--- src/verilog/fetch_timing_pkg.sv ---
// Shared constants and types for the fetch/execute timing block
package fetch_timing_pkg;

    // Operating mode chosen by the configuration fuse
    typedef enum logic {MODE_FAST, MODE_COMPAT} core_mode_t;

    // Mode held until the fuse is first sampled (factory default)
    localparam core_mode_t MODE_RESET = MODE_COMPAT;
    // Fuse level that selects compatibility timing
    localparam logic FUSE_COMPAT = 1'b1;

    // Clocks between byte fetches in compatibility mode
    localparam int COMPAT_FETCH_DIV = 3;
    // Slow-down factor for fast-mode fetches from external code
    localparam int EXT_FETCH_DIV = 3;
    // Oscillator periods and states per compatibility machine cycle
    localparam int OSC_PER_MC = 12;
    localparam int STATES_PER_MC = 6;
    // Width of a machine-cycle length in clocks
    localparam int MC_CLK_W = 6;

    // Extra fast-mode cycles per instruction class
    localparam logic [2:0] EXTRA_NONE = 3'h0;
    localparam logic [2:0] EXTRA_BRANCH = 3'h1;
    localparam logic [2:0] EXTRA_COMPLEX = 3'h2;

    // Machine cycles per instruction class in compatibility mode
    localparam logic [2:0] MC_SHORT = 3'h1;
    localparam logic [2:0] MC_MED = 3'h2;
    localparam logic [2:0] MC_LONG = 3'h4;

    // Instruction lengths in bytes
    localparam logic [1:0] LEN_1 = 2'h1;
    localparam logic [1:0] LEN_2 = 2'h2;
    localparam logic [1:0] LEN_3 = 2'h3;

    // Result of decoding a first byte
    typedef struct packed {
        logic [1:0] len;
        logic [2:0] extra;
        logic [2:0] mcyc;
        logic branch;
    } decode_t;

    // Instruction handed to the execute stage
    typedef struct packed {
        logic [7:0] opcode;
        logic [7:0] op1;
        logic [7:0] op2;
        logic [1:0] len;
        logic [2:0] mcyc;
    } instr_t;

endpackage
--- src/verilog/fetch_exec_timing.sv ---
// Instruction fetch and execute timing control for the 8-bit core
module fetch_exec_timing
    import fetch_timing_pkg::*;
#(
    parameter int ADDR_W = 16,
    parameter logic [ADDR_W:0] INTERNAL_CODE_SIZE = 17'h10000,
    parameter logic [ADDR_W-1:0] RESET_PC = 16'h0000
) (
    // Clock and reset
    input wire logic clk,
    input wire logic rst,
    // Configuration fuse level
    input wire logic compat_fuse,
    // Code memory read port
    output logic [ADDR_W-1:0] code_addr,
    output logic code_rd,
    input wire logic [7:0] code_data,
    // Redirect from the execute stage
    input wire logic redirect_valid,
    input wire logic [ADDR_W-1:0] redirect_addr,
    // Instruction issue to the execute stage
    output logic exec_valid,
    output instr_t exec_instr,
    // Mode and machine-cycle status
    output logic fast_mode,
    output logic mode_ready,
    output logic state_tick,
    output logic [2:0] mc_state,
    output logic code_external
);

    // Sequencer states
    typedef enum logic [1:0] {S_INIT, S_FETCH, S_EXTRA, S_ALIGN} seq_t;

    logic fuse_meta; // First synchroniser stage
    logic fuse_sync; // Second synchroniser stage
    logic [1:0] init_cnt; // Waits for the synchroniser to fill
    core_mode_t mode; // Held mode
    seq_t state; // Sequencer state
    logic [ADDR_W-1:0] pc; // Next byte address
    logic [1:0] fetch_div; // Fetch slot divider
    logic slot; // A byte is fetched this clock
    logic [1:0] byte_idx; // Byte position inside the instruction
    decode_t dec_cur; // Decode of the held opcode
    decode_t dec_now; // Decode of the byte on the bus
    decode_t dec_use; // Decode that governs this slot
    logic [2:0] extra_cnt; // Remaining extra slots
    logic [MC_CLK_W-1:0] instr_clk; // Clocks since instruction start
    logic [MC_CLK_W-1:0] mc_end; // Last clock of the instruction
    logic last_byte; // This slot takes the final byte
    logic start; // Next clock begins a new instruction
    logic retire_fast; // Fast-mode completion this clock
    logic retire_compat; // Compatibility completion this clock
    logic extra_slot; // An extra cycle may elapse this clock
    logic half; // System clock divided by two
    instr_t hold; // Bytes gathered so far

    // Length, timing class and branch flag from the opcode
    function automatic decode_t decode_op(input logic [7:0] op);
        decode_t d;
        d.len = LEN_1;
        d.extra = EXTRA_NONE;
        d.mcyc = MC_SHORT;
        d.branch = 1'b0;
        // Three-byte forms
        if (op == 8'h02 || op == 8'h12 || op == 8'h10 || op == 8'h20 || op == 8'h30 ||
            op == 8'h43 || op == 8'h53 || op == 8'h63 || op == 8'h75 || op == 8'h85 ||
            op == 8'h90 || op == 8'hD5 || op[7:4] == 4'hB && op[3:2] != 2'h0) begin
            d.len = LEN_3;
        end else if (op[3:0] == 4'h1 || op[3:0] == 4'h0 && op[7:4] >= 4'h4 && op[7:4] <= 4'hD
                     || op[3:0] == 4'h2 && op[7:4] >= 4'h4 || op[3:0] == 4'h4 && op[7:4] >= 4'h2
                     && op[7:4] <= 4'h9 && op[7:4] != 4'h8 || op[3:0] == 4'h5 && op[7:4] != 4'hD
                     || op[7:4] == 4'h7 && op[3:2] != 2'h0 || op[7:4] == 4'h8 && op[3:1] >= 3'h3
                     || op[7:4] == 4'hA && op[3:1] >= 3'h3 || op[7:4] == 4'hD && op[3] ) begin
            // Two-byte forms: direct, immediate, bit and relative operands; divide is one byte
            d.len = LEN_2;
        end
        // Jumps, calls, returns, conditional branches and opcode 0x00 (NOP)
        if (op[3:0] == 4'h1 || op == 8'h02 || op == 8'h12 || op == 8'h22 || op == 8'h32 ||
            op == 8'h73 || op[3:0] == 4'h0 && op[7:4] <= 4'h8 || op == 8'hD5 ||
            op[7:4] == 4'hD && op[3] || op[7:4] == 4'hB && op[3:2] != 2'h0) begin
            d.branch = 1'b1;
            d.extra = EXTRA_BRANCH;
            d.mcyc = MC_MED;
        end
        // Multiply and divide
        if (op == 8'hA4 || op == 8'h84) begin
            d.extra = EXTRA_COMPLEX;
            d.mcyc = MC_LONG;
        end else if (op == 8'h83 || op == 8'h93 || op == 8'hA3 || op[7:4] >= 4'hE &&
                     op[3:0] <= 4'h3 && op[3:0] != 4'h1 || d.len == LEN_3) begin
            // Code reads, external data moves, increment of the data pointer (0xA3) and long forms
            if (!d.branch) begin
                d.extra = EXTRA_BRANCH;
            end
            d.mcyc = MC_MED;
        end
        return d;
    endfunction

    // Two-flop synchroniser on the fuse level
    always_ff @(posedge clk or posedge rst) begin
        if (rst) begin
            fuse_meta <= 1'b0;
            fuse_sync <= 1'b0;
        end else begin
            fuse_meta <= compat_fuse;
            fuse_sync <= fuse_meta;
        end
    end

    // Capture the fuse once after reset and hold it
    always_ff @(posedge clk or posedge rst) begin
        if (rst) begin
            init_cnt <= 2'h0;
            mode <= MODE_RESET;
            mode_ready <= 1'b0;
        end else if (!mode_ready) begin
            init_cnt <= init_cnt + 2'h1;
            // Synchroniser holds the pin level from the third clock on
            if (init_cnt == 2'h2) begin
                mode <= (fuse_sync == FUSE_COMPAT) ? MODE_COMPAT : MODE_FAST;
                mode_ready <= 1'b1;
            end
        end
    end

    assign fast_mode = (mode == MODE_FAST);

    // Address above the internal array goes to external code
    assign code_external = ({1'b0, pc} >= INTERNAL_CODE_SIZE);

    // Fetch slot selection
    always_comb begin
        if (state != S_FETCH) begin
            slot = 1'b0;
        end else if (fast_mode && !code_external) begin
            slot = 1'b1;
        end else begin
            // Every third clock: compatibility, or fast from external code
            slot = (fetch_div == 2'h0);
        end
    end

    assign code_rd = slot && !redirect_valid;
    assign code_addr = pc;

    // Decode from the bus on the first byte, else from the held opcode
    assign dec_now = decode_op(code_data);
    assign dec_cur = decode_op(hold.opcode);
    assign dec_use = (byte_idx == 2'h0) ? dec_now : dec_cur;
    assign last_byte = code_rd && (byte_idx == dec_use.len - 2'h1);

    // Compatibility end point: whole machine cycles of twelve clocks
    assign mc_end = MC_CLK_W'(int'(dec_cur.mcyc) * OSC_PER_MC - 1);

    // Completion conditions per mode
    assign retire_fast = fast_mode && (last_byte && dec_use.extra == EXTRA_NONE ||
                         state == S_EXTRA && extra_cnt == 3'h1 && extra_slot);
    assign retire_compat = !fast_mode && state == S_ALIGN && instr_clk == mc_end;
    assign start = retire_compat || redirect_valid;

    // Extra slots keep the same pacing as fetches
    assign extra_slot = !code_external || fetch_div == 2'h0;

    // Fetch divider; restarts with each compatibility instruction
    always_ff @(posedge clk or posedge rst) begin
        if (rst) begin
            fetch_div <= 2'h0;
        end else if (start || state == S_INIT) begin
            fetch_div <= 2'h0;
        end else if (fetch_div == 2'(COMPAT_FETCH_DIV - 1)) begin
            fetch_div <= 2'h0;
        end else begin
            fetch_div <= fetch_div + 2'h1;
        end
    end

    // Program counter advances on each fetched byte
    always_ff @(posedge clk or posedge rst) begin
        if (rst) begin
            pc <= RESET_PC;
        end else if (redirect_valid) begin
            pc <= redirect_addr;
        end else if (code_rd) begin
            pc <= pc + 1'b1;
        end
    end

    // Main sequencer
    always_ff @(posedge clk or posedge rst) begin
        if (rst) begin
            state <= S_INIT;
            byte_idx <= 2'h0;
            extra_cnt <= 3'h0;
        end else begin
            unique case (state)
                S_INIT: begin
                    // Hold off fetching until the mode is known
                    if (mode_ready) begin
                        state <= S_FETCH;
                    end
                end
                S_FETCH: begin
                    if (redirect_valid) begin
                        byte_idx <= 2'h0;
                    end else if (last_byte) begin
                        byte_idx <= 2'h0;
                        if (!fast_mode) begin
                            state <= S_ALIGN;
                        end else if (dec_use.extra != EXTRA_NONE) begin
                            extra_cnt <= dec_use.extra;
                            state <= S_EXTRA;
                        end
                    end else if (code_rd) begin
                        byte_idx <= byte_idx + 2'h1;
                    end
                end
                S_EXTRA: begin
                    // Target address or multi-cycle work
                    if (redirect_valid) begin
                        state <= S_FETCH;
                    end else if (extra_slot) begin
                        extra_cnt <= extra_cnt - 3'h1;
                        if (extra_cnt == 3'h1) begin
                            state <= S_FETCH;
                        end
                    end
                end
                S_ALIGN: begin
                    // Pad out to the machine-cycle boundary
                    if (start) begin
                        state <= S_FETCH;
                    end
                end
            endcase
        end
    end

    // Gather instruction bytes
    always_ff @(posedge clk or posedge rst) begin
        if (rst) begin
            hold <= '0;
        end else if (code_rd) begin
            unique case (byte_idx)
                2'h0: begin
                    hold <= '0;
                    hold.opcode <= code_data;
                    hold.len <= dec_now.len;
                    hold.mcyc <= dec_now.mcyc;
                end
                2'h1: hold.op1 <= code_data;
                2'h2: hold.op2 <= code_data;
                default: hold <= hold;
            endcase
        end
    end

    // Issue to execute while the next fetch proceeds
    always_ff @(posedge clk or posedge rst) begin
        if (rst) begin
            exec_valid <= 1'b0;
            exec_instr <= '0;
        end else begin
            exec_valid <= 1'b0;
            if (!redirect_valid && (retire_fast || retire_compat)) begin
                exec_valid <= 1'b1;
                exec_instr <= hold;
                // Last byte arrives in the same clock as a fast retire
                if (last_byte) begin
                    unique case (byte_idx)
                        2'h0: begin
                            exec_instr <= '0;
                            exec_instr.opcode <= code_data;
                            exec_instr.len <= dec_now.len;
                            exec_instr.mcyc <= dec_now.mcyc;
                        end
                        2'h1: exec_instr.op1 <= code_data;
                        2'h2: exec_instr.op2 <= code_data;
                        default: exec_instr <= hold;
                    endcase
                end
            end
        end
    end

    // Clock count since the instruction began
    always_ff @(posedge clk or posedge rst) begin
        if (rst) begin
            instr_clk <= '0;
        end else if (start || state == S_INIT) begin
            instr_clk <= '0;
        end else begin
            instr_clk <= instr_clk + 1'b1;
        end
    end

    // Divide-by-two state clock and six-state machine cycle
    always_ff @(posedge clk or posedge rst) begin
        if (rst) begin
            half <= 1'b0;
            mc_state <= 3'h0;
        end else if (start || state == S_INIT) begin
            half <= 1'b0;
            mc_state <= 3'h0;
        end else begin
            half <= ~half;
            if (half) begin
                mc_state <= (mc_state == 3'(STATES_PER_MC - 1)) ? 3'h0 : mc_state + 3'h1;
            end
        end
    end

    // One-clock pulse at each state step in compatibility mode
    assign state_tick = !fast_mode && state != S_INIT && half;

endmodule

--- config.mk ---
export PLATFORM = sky130hd
export DESIGN_NAME = fetch_exec_timing
export DESIGN_NICKNAME = d
export VERILOG_FILES = /design/src/verilog/fetch_timing_pkg.sv /design/src/verilog/fetch_exec_timing.sv
export SDC_FILE = /design/constraint.sdc
export NUM_CORES = 1
export LEC_CHECK = 0
export BUFFER_PORTS_ARGS = -buffer_cell sky130_fd_sc_hd__buf_2
export CORE_ASPECT_RATIO = 0.75
export CORE_MARGIN = 1
export CORE_UTILIZATION = 50
export DETAILED_ROUTE_END_ITERATION = 12
export GPL_TIMING_DRIVEN = 0
export HOLD_SLACK_MARGIN = 0.03
export PLACE_DENSITY_LB_ADDON = 0.1
export SLEW_MARGIN = 10
export SYNTH_ARGS = -nofsm -noshare
export SYNTH_HDL_FRONTEND = slang
export SYNTH_SLANG_ARGS = --single-unit
--- constraint.sdc ---
create_clock -name clk -period 4.8 [get_ports clk]
set_input_delay 0.48 -clock clk [delete_from_list [all_inputs] [get_ports clk]]
set_output_delay 0.48 -clock clk [all_outputs]
set_load 0.02 [all_outputs]
Word level (Yosys, flattened, before mapping)
Cells that the tools add are included.

Logic and storage cells: 322. Register bits after elaboration: 100. Input bits: 28. Output and inout bits: 54.

Reduce and logical (&&, ||, !) cells: 131. Eq/ne operators: 87. Add/sub/neg operators: 9. Mux-type cells: 51. Bitwise logic cells: 3. Multipliers: 1. $lt $le $gt $ge: 16.

Operators with widths (count): $eq A8 B8 Y1 const B (16); $eq A8 B7 Y1 const B (10); $logic_or A1 B1 Y1 (72); $eq A8 B6 Y1 const B (8); $logic_and A1 B1 Y1 (40); $mux W2 (17); $eq A4 B4 Y1 const B (8); $eq A8 B5 Y1 const B (4); $mux W16 (2); $pmux W8 S2 (2); $mux W3 (10); $mux W6 (5); $mux W29 (1); $eq A4 B3 Y1 const B (6); $le A4 B4 Y1 const B (6); $add A16 B1 Y16 const B (1); $eq A8 B2 Y1 const B (2); $ne A4 B4 Y1 const B (4); $mux W5 (3); $eq A2 B2 Y1 const B (7); $ne A2 B2 Y1 const B (7); $reduce_and A6 Y1 (2); $reduce_bool A2 Y1 (6); $mux W9 (1); other kinds (34) (58).

Depth between registers and ports, before layout
Gate-level depths: netlist (run 1).

Depth in word-level cells: 28. Gate-level depth with buffers: 19. Gate-level depth less buffers: 16.

Worst setup path after synthesis (run 1)
No wires, ideal clock.

Path type: reg2reg. Start point: register hold[23] (netlist name). End point: register exec_instr[10] (netlist name). Buffers on the path: 3. Cell stages (with the launch flop): 20. Arrival: 3.570 ns. Library setup time: 0.125 ns. Required time: 4.675 ns. Path slack: 1.105 ns. Clock period less this slack: 3.695 ns. Path through: dfrtp_1 > buf_2 > nor2_1 > or4b_1 > o211a_1 > and3_1 > buf_6 > nand2_1 > or2_2 > inv_1 > ha_1 > xor2_1 > nor3_1 > a31oi_1 > and4b_1 > o211ai_2 > a21oi_2 > a41o_4 > buf_6 > mux2_4.

Word-level cells in the longest chain between the ends: 25. Elaborated cells on any way between the ends: 99. Classes of those cells: add/sub (2); mul (1); order compare (2); eq/ne (28); mux (8); reduce/logical (58).

RTL lines: start, declared (RTL line fetch_exec_timing.sv:56) `instr_t hold;`; start signal, assigned (RTL line fetch_exec_timing.sv:254) `default: hold <= hold;`; parallel branches: the longest is 25 deep, another holds $eq A8 B2 Y1; end signal, assigned (RTL line fetch_exec_timing.sv:268) `exec_instr <= hold;`; end signal, assigned (RTL line fetch_exec_timing.sv:280) `default: exec_instr <= hold;`; end, declared (RTL line fetch_exec_timing.sv:23) `output instr_t exec_instr,`.

Parallel ways; which one is timed is not known. A chain may end at the register's enable or synchronous reset.

Final worst setup path (run 1)
Start point: register hold[21] (netlist name). End point: register exec_instr[1] (netlist name).

The elaborated chain is that of the path after synthesis.

==> metrics.yaml, run 1 <==
cts_resized: 0
timing.max_slew.rel_slack: 0.3414
yosys_warnings: 0
final_cells: 799
tritoncts: "yes"
crit_path_end_kind: "flop"
synth_nets: 604
placed_cell_area_um2: 6365
yosys.area_share.xor_xnor: 0.03789
max_cap_violations: 0
chipHeight_um: 95.11
share_of_final_layout_standard_cells_stronger_than_drive_strength_1: 0.2686
final_nets: 692
critPathMaxFanout: 10
yosysMostFrequentCell: "dfrtp_1"
cts.sink_count: 100
slew_viol_final: 0
synth_seq_cells: 100
r2r_slack_ns: 0.46
vias_in_the_first_global_route: 4348
clock_tree.buffer_depth: 2
yosysSeqAreaShare: 0.4332
yosys.area.top_type: "dfrtp_1"
holdCritPathClass: "in -> async"
tritoncts.num_buffers: 9
relative_area_change_from_synthesis_to_final_layout_pct: 15.63
num_vias: 4639
die_x_um: 126.1
clock-skew-final_ns: 0.01272
boundaryPins: 82
final_antenna_net_count: 0
criticalPathCategory: "reg -> reg"
combinationalPowerShare: 0.477
coreArea_um2: 11110
totalNegativeSetupSlack_ns: 0
hold_viol: 0
utilization: 0.6017
routedWlPerCell_um: 17.21
finalWorstPathRequiredPeriod_ns: 4.341
fmaxAchievable_mhz: 230.4
worst_skew_pair.late_latency_ns: 0.36
worstRegToRegCells: 17
clock_tree.root_cell: "clkbuf_16"
total_leakage_power_nw: 3.074
synth_compound_area_frac: 0.1645
critical_path.startpoint_type: "flop"
post-route-cell-area_um2: 6683
switching_share_of_power: 0.4045
place_hpwl_mm: 9.634
postRouteWirelength_mm: 13.75
largest_family_of_logic_cells_by_synthesized_area: "simple AND/OR/NAND/NOR gates"
h-tree-depth: 3
cp.required_ns: 5.04
p_int_w: 0.002384
worstReg2RegEnd: "exec_instr[1]$_DFFE_PP0P_"
syn_inst: 566
post_synth_num_cell_types: 76
clkPwrFrac: 0.195
synth_top_area_share: 0.4287
synth_async_sr_flop_share: 1.000
drtPass1Iterations: 5
clkTransAtPathRegs_ns: 0.08
cp_data_arrival_time_ns: 4.58
regToRegStartpoint: "hold[21]$_DFFE_PP0P_"
max-vdd-ir-drop_mv: 0.3516
switchingPower_w: 0.001620
synth_top_cells_by_area: "dfrtp_1, mux2_4, mux2_2, nand2_1, nor2_1"
dp.cells: 783
grt-ovfl-total: 0
power_density_nw_per_um2: 599.2
routed_via_density: 5.806
globalplace.congestion: 0.8901
synth_adder_area_share: 0.02165
initial_core_utilization: 0.5203
syn_avg_cell_area_um2: 10.21
cts_post_setup_buffers_inserted: 0
critical_path_startpoint: "hold[21]$_DFFE_PP0P_"
n_antenna_cell: 0
power_frac_seq: 0.329
report.final.setup_viol: 0
post_synth_edffs: 0
grt_antenna_before_repair: 0
status: "finished clean"
grt_pass1_wl_mm: 22.29
cts-hold-fix-buffers: 0
synth_simple_gate_area_frac: 0.1728
die_area_um2: 12000
post_synthesis_cell_area_um2: 5779
drt_first_iter_violations: 245
period_share: 0.9043
global_route_usage_over_all_layers: 0.2381
grt_start_max_net_pins: 62
rows: 33
synthMuxAreaShare: 0.1228
drc: 0
io_buffer_count: 76
synth_top_flop_cell: "dfrtp_1"
setup_repair_after_global_routing_missed_its_margin: "false"
tightestPinTransition_ns: 0.9775
commonest_cells_post_synth: "dfrtp_1, nand2_1, nor2_1"
stage by stage:
step | setup slack [ns] | total power (W) | hold WS [ns]
global placement | 0.5176 | 0.003178 | 0.3320
CTS | 0.5013 | 0.004014 | 0.1779
finish | 0.4593 | 0.004004 | 0.1622
global route | 0.1907 | 0.004271 | 0.2069
floorplan | 1.105 | 0.002753 | 0.3312
detailed placement | 0.5299 | 0.003221 | 0.3416
state kept, by name (all words and copies together) (netlist names), 2 cells and up:
signal / count
state: 2
init_cnt: 2
fetch_div: 2
code_addr: 16
exec_instr: 29
mc_state: 3
extra_cnt: 3
byte_idx: 2
hold: 29
instr_clk: 6
worst max-delay path by stage:
stage | depth (start not counted) | slack (ns) | end
4_1_cts | 17 | 0.50 | exec_instr[4]$_DFFE_PP0P_
2_1_floorplan | 19 | 1.10 | exec_instr[10]$_DFFE_PP0P_
3_3_place_gp | 2 | 0.52 | exec_instr[26]$_DFFE_PP0P_
5_1_grt | 17 | 0.19 | exec_instr[1]$_DFFE_PP0P_
6_report | 17 | 0.46 | exec_instr[1]$_DFFE_PP0P_
3_5_place_dp | 17 | 0.53 | exec_instr[4]$_DFFE_PP0P_
logic make-up after synthesis:
group           count (synthesis)
flops                         100
simple gates                  191
buf+inv                        59
xor+xnor                       25
fa+ha+maj                      10
other cells                     1
mux                            53
compound gates                127
power by group through the flow:
| stage | Combinational (W) | Sequential [W] | Clock, W |
|---|---|---|---|
| finish | 0.00191 | 0.00132 | 0.000779 |
| global route | 0.00210 | 0.00135 | 0.000820 |
| CTS | 0.00190 | 0.00131 | 0.000796 |
| detailed placement | 0.00189 | 0.00133 | 0 |
| global placement | 0.00186 | 0.00132 | 0 |
| floorplan | 0.00131 | 0.00144 | 0 |
worst max-delay path, cell delays in order (launching register included):
cell and delay, ns:
dfrtp_1 0.39, buf_1 0.41, nor3_1 0.12, o21ai_0 0.20
o311a_1 0.19, o21a_1 0.21, nand2_1 0.15, or2_2 0.33
inv_1 0.06, ha_1 0.24, xor2_1 0.25, nand2_1 0.10
a2111oi_1 0.49, o211ai_2 0.22, a21oi_2 0.19, a41o_4 0.15
buf_6 0.20, mux2_4 0.31
per-layer routing:
metal / track usage / up-vias / part of all wire
li1: - / 2224 / -
met5: 0 / - / 0
met2: 0.3660 / 122 / 0.44
met3: 0.03984 / 12 / 0.042
met1: 0.3440 / 2281 / 0.51
met4: 0.07530 / 0 / 0.011
layout by cell type, fill, tap and decap left out, drive strengths merged, types with 4 or more instances in the layout:
| cell | count |
|---|---|
| a21oi | 21 |
| a22o | 17 |
| a31oi | 4 |
| a32o | 16 |
| and3 | 10 |
| buf | 97 |
| clkbuf | 30 |
| dfrtp | 99 |
| ha | 10 |
| inv | 21 |
| mux2 | 50 |
| nand2 | 55 |
| nand2b | 10 |
| nand3 | 7 |
| nand4 | 9 |
| nand4b | 4 |
| nor2 | 43 |
| nor2b | 8 |
| nor3 | 14 |
| nor3b | 6 |
| o21ai | 31 |
| or2 | 5 |
| or3 | 5 |
| xnor2 | 12 |
| xor2 | 13 |
area by class of cell:
| type | instances | area [um2] |
|---|---|---|
| Fill cell | 936 | 4424 |
| Multi-Input combinational cell | 407 | 3007 |
| Sequential cell | 100 | 2504 |
| Timing Repair Buffer | 77 | 407.9 |
| Clock buffer | 9 | 225.2 |
| Buffer | 41 | 201.4 |
| Tap cell | 140 | 175.2 |
| Clock inverter | 7 | 92.59 |
| Inverter | 18 | 70.07 |
(Power assumes the default switching activity.)
==> run 2: changes to the inputs <==
--- a/config.mk
+++ b/config.mk
@@ -7,7 +7,7 @@
 export LEC_CHECK = 0
 export BUFFER_PORTS_ARGS = -buffer_cell sky130_fd_sc_hd__buf_2
 export CORE_ASPECT_RATIO = 0.75
-export CORE_MARGIN = 1
+export CORE_MARGIN = 1.5
 export CORE_UTILIZATION = 50
 export DETAILED_ROUTE_END_ITERATION = 12
 export GPL_TIMING_DRIVEN = 0
==> run 2 against run 1 <==
  * Count of clock-buffer cells in the layout unchanged
  * Design area down 0.39%
  * Hold slack better by 0.014 ns
  * Final cell count unchanged
  * Utilization down 0.24 points
  * Critical path depth up 1
  * First-iteration DRC count up 55%
  * Largest power group unchanged
==> metrics.yaml, run 2 (synthesized netlist as in run 1, its figures left out) <==
globalplace.congestion: 0.8744  # -1.8%
drc: 0  # unchanged
drtPass1Iterations: 4  # -1
finalWorstPathRequiredPeriod_ns: 4.337  # -0.003531 ns
grt_start_max_net_pins: 62  # unchanged
total_power_after_layout_w: 0.003953  # -1.3%
relative_area_change_from_synthesis_to_final_layout_pct: 15.18
timing.max_slew.rel_slack: 0.3596  # +0.01819
cts_post_setup_buffers_inserted: 0  # unchanged
cts_resized: 0  # unchanged
vias_in_the_first_global_route: 4364  # +0.37%
cts.sink_count: 100  # unchanged
utilization: 0.5993  # -0.002365
hold_viol: 0  # unchanged
fin_worst_hold_slack_ns: 0.1764  # +0.01429 ns
initial_core_utilization: 0.5203  # unchanged
coreArea_um2: 11110  # unchanged
die_x_um: 127.1  # +0.79%
worstRegToRegCells: 18  # +1
postRouteWirelength_mm: 13.85  # +0.77%
num_vias: 4630  # -0.19%
holdCritPathClass: "in -> async"
share_of_final_layout_standard_cells_stronger_than_drive_strength_1: 0.2686  # unchanged
timing.final.ws_setup_ns: 0.4629  # +0.003531 ns
clock-skew-final_ns: 0.008222  # -0.004496 ns
place_hpwl_mm: 9.809  # +1.8%
mostFrequentLayoutCells: "dfrtp_1, buf_2, nand2_1, nor2_1, mux2_4"
report.final.setup_viol: 0  # unchanged
drt_first_iter_violations: 380  # +55%
fmaxAchievable_mhz: 230.6  # about the same
cts-hold-fix-buffers: 0  # unchanged
rows: 33  # unchanged
cp_data_arrival_time_ns: 4.57  # about the same
clkTransAtPathRegs_ns: 0.08  # about the same
crit_path_end_kind: "flop"
die_area_um2: 12220  # +1.9%
cp.required_ns: 5.03  # about the same
switchingPower_w: 0.001621  # about the same
tritoncts.num_buffers: 9  # unchanged
critPathMaxFanout: 10  # unchanged
status: "finished clean"
boundaryPins: 82  # unchanged
max-vdd-ir-drop_mv: 0.3199  # -9.0%
power_frac_seq: 0.333  # +0.004
worst_skew_pair.late_latency_ns: 0.35  # about the same
max_cap_violations: 0  # unchanged
chipHeight_um: 96.11  # +1.1%
worstReg2RegEnd: "exec_instr[1]$_DFFE_PP0P_"
critical_path.startpoint_type: "flop"
final_antenna_net_count: 0  # unchanged
io_buffer_count: 76  # unchanged
tightestPinTransition_ns: 0.9505  # -0.02700 ns
grt_pass1_wl_mm: 22.47  # +0.83%
regToRegStartpoint: "hold[21]$_DFFE_PP0P_"
slew_viol_final: 0  # unchanged
routed_via_density: 5.795  # -0.19%
r2r_slack_ns: 0.46  # about the same
clock_tree.root_cell: "clkbuf_16"
period_share: 0.9036  # about the same
totalNegativeSetupSlack_ns: 0  # unchanged
n_antenna_cell: 0  # unchanged
switching_share_of_power: 0.4101  # +0.005581
criticalPathCategory: "reg -> reg"
grt-ovfl-total: 0  # unchanged
clock_tree.buffer_depth: 2  # unchanged
total_leakage_power_nw: 3.067  # -0.24%
p_int_w: 0.002332  # -2.2%
global_route_usage_over_all_layers: 0.2347  # -0.003450
routedWlPerCell_um: 17.34  # +0.77%
power_density_nw_per_um2: 593.8  # -0.89%
clkPwrFrac: 0.182  # -0.013
final_nets: 692  # unchanged
final_common_cell: "dfrtp_1"
h-tree-depth: 3  # unchanged
grt_antenna_before_repair: 0  # unchanged
tritoncts: "yes"
placement.setup.worst_slack_ns: 0.4891  # -0.04077 ns
setup_repair_after_global_routing_missed_its_margin: "false"
combinationalPowerShare: 0.485  # +0.008
run 2: worst max-delay path: stages (launching register included):
cell and delay [ns]:
dfrtp_1 0.39, buf_1 0.45, nor3_1 0.11, o21ai_0 0.23, o311a_1 0.20, o21a_1 0.20, nand2_1 0.14, or2_2 0.33
inv_1 0.06, ha_1 0.24, xor2_1 0.23, nor3_1 0.07, a31oi_1 0.17, and4b_1 0.23, o211ai_2 0.30, a21oi_2 0.09
a41o_4 0.29, buf_6 0.17, mux2_4 0.31
run 2: through the flow:
stage | instances | instance area [um2]
2_1_floorplan | 566 | 5779
3_3_place_gp | 782 | 6335
3_5_place_dp | 783 | 6365
4_1_cts | 799 | 6656
5_1_grt | 799 | 6656
6_report | 799 | 6656
run 2: worst max-delay path by stage:
stage | start | endpoint | slack [ns]
3_3_place_gp | rst | exec_instr[25]$_DFFE_PP0P_ | 0.52
3_5_place_dp | hold[21]$_DFFE_PP0P_ | exec_instr[1]$_DFFE_PP0P_ | 0.49
6_report | hold[21]$_DFFE_PP0P_ | exec_instr[1]$_DFFE_PP0P_ | 0.46
5_1_grt | hold[21]$_DFFE_PP0P_ | exec_instr[1]$_DFFE_PP0P_ | 0.15
4_1_cts | hold[21]$_DFFE_PP0P_ | exec_instr[1]$_DFFE_PP0P_ | 0.46
2_1_floorplan | hold[23]$_DFFE_PP0P_ | exec_instr[10]$_DFFE_PP0P_ | 1.10
run 2: power groups by stage:
stage / Sequential, W / Combinational (W) / Clock [W]
2_1_floorplan: 0.00144 / 0.00131 / 0
3_3_place_gp: 0.00132 / 0.00186 / 0
3_5_place_dp: 0.00133 / 0.00191 / 0
4_1_cts: 0.00132 / 0.00192 / 0.000734
5_1_grt: 0.00136 / 0.00212 / 0.000766
6_report: 0.00132 / 0.00192 / 0.000718
run 2: layer usage:
| layer | wire (um) | share of wire | up-vias | global-route usage |
|---|---|---|---|---|
| met3 | 570 | 0.041 | 9 | 0.03446 |
| met5 | 0 | 0 | - | 0 |
| li1 | - | - | 2221 | - |
| met2 | 5907 | 0.43 | 118 | 0.3496 |
| met1 | 7240 | 0.52 | 2282 | 0.3512 |
| met4 | 134 | 0.0097 | 0 | 0.07765 |
run 2: layout make-up:
type | count | area [um2]
Fill cell | 961 | 4451
Multi-Input combinational cell | 407 | 3007
Tap cell | 140 | 175.2
Timing Repair Buffer | 77 | 407.9
Inverter | 18 | 70.07
Sequential cell | 100 | 2504
Clock buffer | 9 | 225.2
Clock inverter | 7 | 66.31
Buffer | 41 | 201.4
==> run 3: changes to the inputs <==
--- a/config.mk
+++ b/config.mk
@@ -8,7 +8,7 @@
 export BUFFER_PORTS_ARGS = -buffer_cell sky130_fd_sc_hd__buf_2
 export CORE_ASPECT_RATIO = 0.75
 export CORE_MARGIN = 1.5
-export CORE_UTILIZATION = 50
+export CORE_UTILIZATION = 35
 export DETAILED_ROUTE_END_ITERATION = 12
 export GPL_TIMING_DRIVEN = 0
 export HOLD_SLACK_MARGIN = 0.03
==> constraint.sdc (replaced) <==
create_clock -name clk -period 4.8 [get_ports clk]
set_input_delay 0.48 -clock clk [delete_from_list [all_inputs] [get_ports clk]]
set_output_delay 0.48 -clock clk [all_outputs]
set_load 0.05 [all_outputs]
==> run 3 against run 2 <==
  * Hold slack worse by 0.10 ns
  * Final cell count is 8.8% higher
  * Count of clock-buffer cells in the layout unchanged
  * First-iteration DRC count decreased by 21%
  * Non-clock buffer count is the same
  * Utilization fell by 18 points
  * Global-route usage fell by 5.9 points
  * Critical path type unchanged
  * Critical endpoint is now exec_instr[2]$_DFFE_PP0P_
  * Largest cell class unchanged
  * Highest routed layer unchanged
==> metrics.yaml, run 3 (synthesized netlist as in run 1, its figures left out) <==
h-tree-depth: 3  # unchanged
dr_wl_met3_um: 605  # +6.1%
mostFrequentLayoutCells: "dfrtp_1, buf_2, nand2_1, nor2_1, mux2_4"
vias_in_the_first_global_route: 4486  # +2.8%
routedWlPerCell_um: 16.98  # -2.0%
tritoncts: "yes"
criticalPathCategory: "reg -> reg"
power_frac_seq: 0.302  # -0.031
routedLengthMet1_mm: 7.751  # +7.1%
report.final.setup_viol: 0  # unchanged
fmaxAchievable_mhz: 229.9  # -0.30%
grt-ovfl-total: 0  # unchanged
drt_first_iter_violations: 300  # -21%
rows: 40  # +21%
total_leakage_power_nw: 3.077  # +0.34%
final_nets: 692  # unchanged
coreArea_um2: 16070  # +45%
tightestPinTransition_ns: 1.120  # +0.1694 ns
critical_path.startpoint_type: "flop"
cts.sink_count: 100  # unchanged
initial_core_utilization: 0.3597  # -0.1606
cp.required_ns: 5.04  # about the same
num_vias: 4624  # -0.13%
slew_viol_final: 0  # unchanged
cts-hold-fix-buffers: 0  # unchanged
met2RoutedLength_mm: 6.221  # +5.3%
chipHeight_um: 114.3  # +19%
place_hpwl_mm: 10.53  # +7.4%
post-route-cell-area_um2: 6771  # +1.7%
worst_skew_pair.late_latency_ns: 0.36  # about the same
cts_resized: 0  # unchanged
path_buf_inv: 3  # unchanged
timing.critical_path.max_delay_family: "compound AO/OA/AOI/OAI gates"
final_antenna_net_count: 0  # unchanged
clock_tree.buffer_depth: 2  # unchanged
drtPass1Iterations: 5  # +1
crit_path_end_kind: "flop"
grt_antenna_before_repair: 0  # unchanged
critPathMaxStageDelay_ns: 0.46  # about the same
share_of_final_layout_standard_cells_stronger_than_drive_strength_1: 0.2686  # unchanged
boundaryPins: 82  # unchanged
relative_area_change_from_synthesis_to_final_layout_pct: 17.17
power_density_nw_per_um2: 641.1  # +8.0%
period_share: 0.9063  # +0.002736
cp_cell_sequence: "buf_1, nor3_1, o21ai_0, o311a_1, o21a_1, nand2_1, or2_2, inv_1, ha_1, xor2_1, nand2_1, a2111oi_1, o211ai_2, a21oi_2, a41o_4, buf_6, mux2_4"
p_int_w: 0.002388  # +2.4%
clock_tree.root_cell: "clkbuf_16"
path_common_cell: "nand2_1"
critPathMaxFanout: 10  # unchanged
clkPwrFrac: 0.180  # -0.002
max_cap_violations: 0  # unchanged
holdCritPathClass: "in -> async"
setup_repair_after_global_routing_missed_its_margin: "false"
globalplace.congestion: 0.7917  # -9.5%
drc: 0  # unchanged
clkTransAtPathRegs_ns: 0.08  # about the same
switchingPower_w: 0.001953  # +20%
maxUsedRoutingLayer: "met4"
max-vdd-ir-drop_mv: 0.2910  # -9.0%
postRouteWirelength_mm: 14.76  # +6.5%
n_antenna_cell: 0  # unchanged
clock-skew-final_ns: 0.01481  # +0.006591 ns
cp_data_arrival_time_ns: 4.59  # +0.02 ns
routed_via_density: 5.321  # -8.2%
finalWorstPathRequiredPeriod_ns: 4.350  # +0.01313 ns
placed_cell_area_um2: 6455  # +1.4%
cts_post_setup_buffers_inserted: 0  # unchanged
grt_pass1_wl_mm: 23.64  # +5.2%
die_area_um2: 17300  # +42%
status: "finished clean"
die_x_um: 151.4  # +19%
crit_path_top_delay_cell: "a2111oi_1"
timing.max_slew.rel_slack: 0.2341  # -0.1255
hold_viol: 0  # unchanged
grt_start_max_net_pins: 76  # +23%
io_buffer_count: 76  # unchanged
tritoncts.num_buffers: 9  # unchanged
global_route_usage_over_all_layers: 0.1760  # -0.05869
final_common_cell: "dfrtp_1"
combinationalPowerShare: 0.518  # +0.033
totalNegativeSetupSlack_ns: 0  # unchanged
switching_share_of_power: 0.4499  # +0.03982
run 3: cell types whose count changed in the layout (fill, tap and decap cells not counted), sizes merged:
cell	change
clkinv	-1
bufinv	+1
run 3: final timing paths:
check | to | cells past startpoint | slack [ns] | start
setup reg to reg | exec_instr[2]$_DFFE_PP0P_ | 17 | 0.45 | hold[21]$_DFFE_PP0P_
min in group clk | fuse_meta$_DFF_PP0_ | 1 | 0.23 | compat_fuse
max in group asynchronous | mode$_DFFE_PP1P_ | 3 | 4.05 | rst
hold / removal | exec_instr[19]$_DFFE_PP0P_ | 2 | 0.07 | rst
hold reg to reg | fuse_sync$_DFF_PP0_ | 0 | 0.35 | fuse_meta$_DFF_PP0_
setup / recovery | exec_instr[2]$_DFFE_PP0P_ | 17 | 0.45 | hold[21]$_DFFE_PP0P_
run 3: power groups by stage:
stage               registers (W)  clock network (W)  logic, W
global placement          0.00131                  0   0.00221
floorplan                 0.00174                  0   0.00132
finish                    0.00131           0.000780   0.00225
detailed placement        0.00133                  0   0.00224
CTS                       0.00131           0.000807   0.00226
global route              0.00135           0.000840   0.00244
run 3: worst register-to-register path, delay by kind of cell, from the launching register on:
family,cells,cell delay [ns]
DFF,1,0.39
AOI/OAI and AO/OA,7,1.65
buffers and inverters,3,0.69
xor gates and xnor gates,1,0.25
adders and majority gates,1,0.25
muxes,1,0.32
and+or+nand+nor,4,0.68
run 3: metal layers:
layer  GRT usage  vias to the layer above
met5           0                        -
met4     0.05049                        0
met1      0.2638                     2269
met3     0.03147                       16
li1            -                     2230
met2      0.2570                      109
run 3: per-stage QoR:
stage                     power [W]  instances  setup WS [ns]  utilization  hold slack (ns)
after floorplan            0.003059        566          1.105            -           0.3312
after global placement     0.003527        852         0.2836       0.3998           0.3335
after detailed placement   0.003568        853         0.4868       0.4018           0.3401
after CTS                  0.004377        869         0.4653       0.4215          0.07692
after global routing       0.004630        869         0.1094       0.4215          0.09675
final                      0.004341        869         0.4497       0.4215          0.07381
run 3: final cells by class:
class                      instances  area [um2]
inverter                          18       72.57
buffer                            41       201.4
sequential                       100        2504
multi-input combinational        407        3007
tap                              210       262.8
timing repair buffer              77       407.9
clock inverter                     7       91.34
fill                            1567        9294
clock buffer                       9       225.2
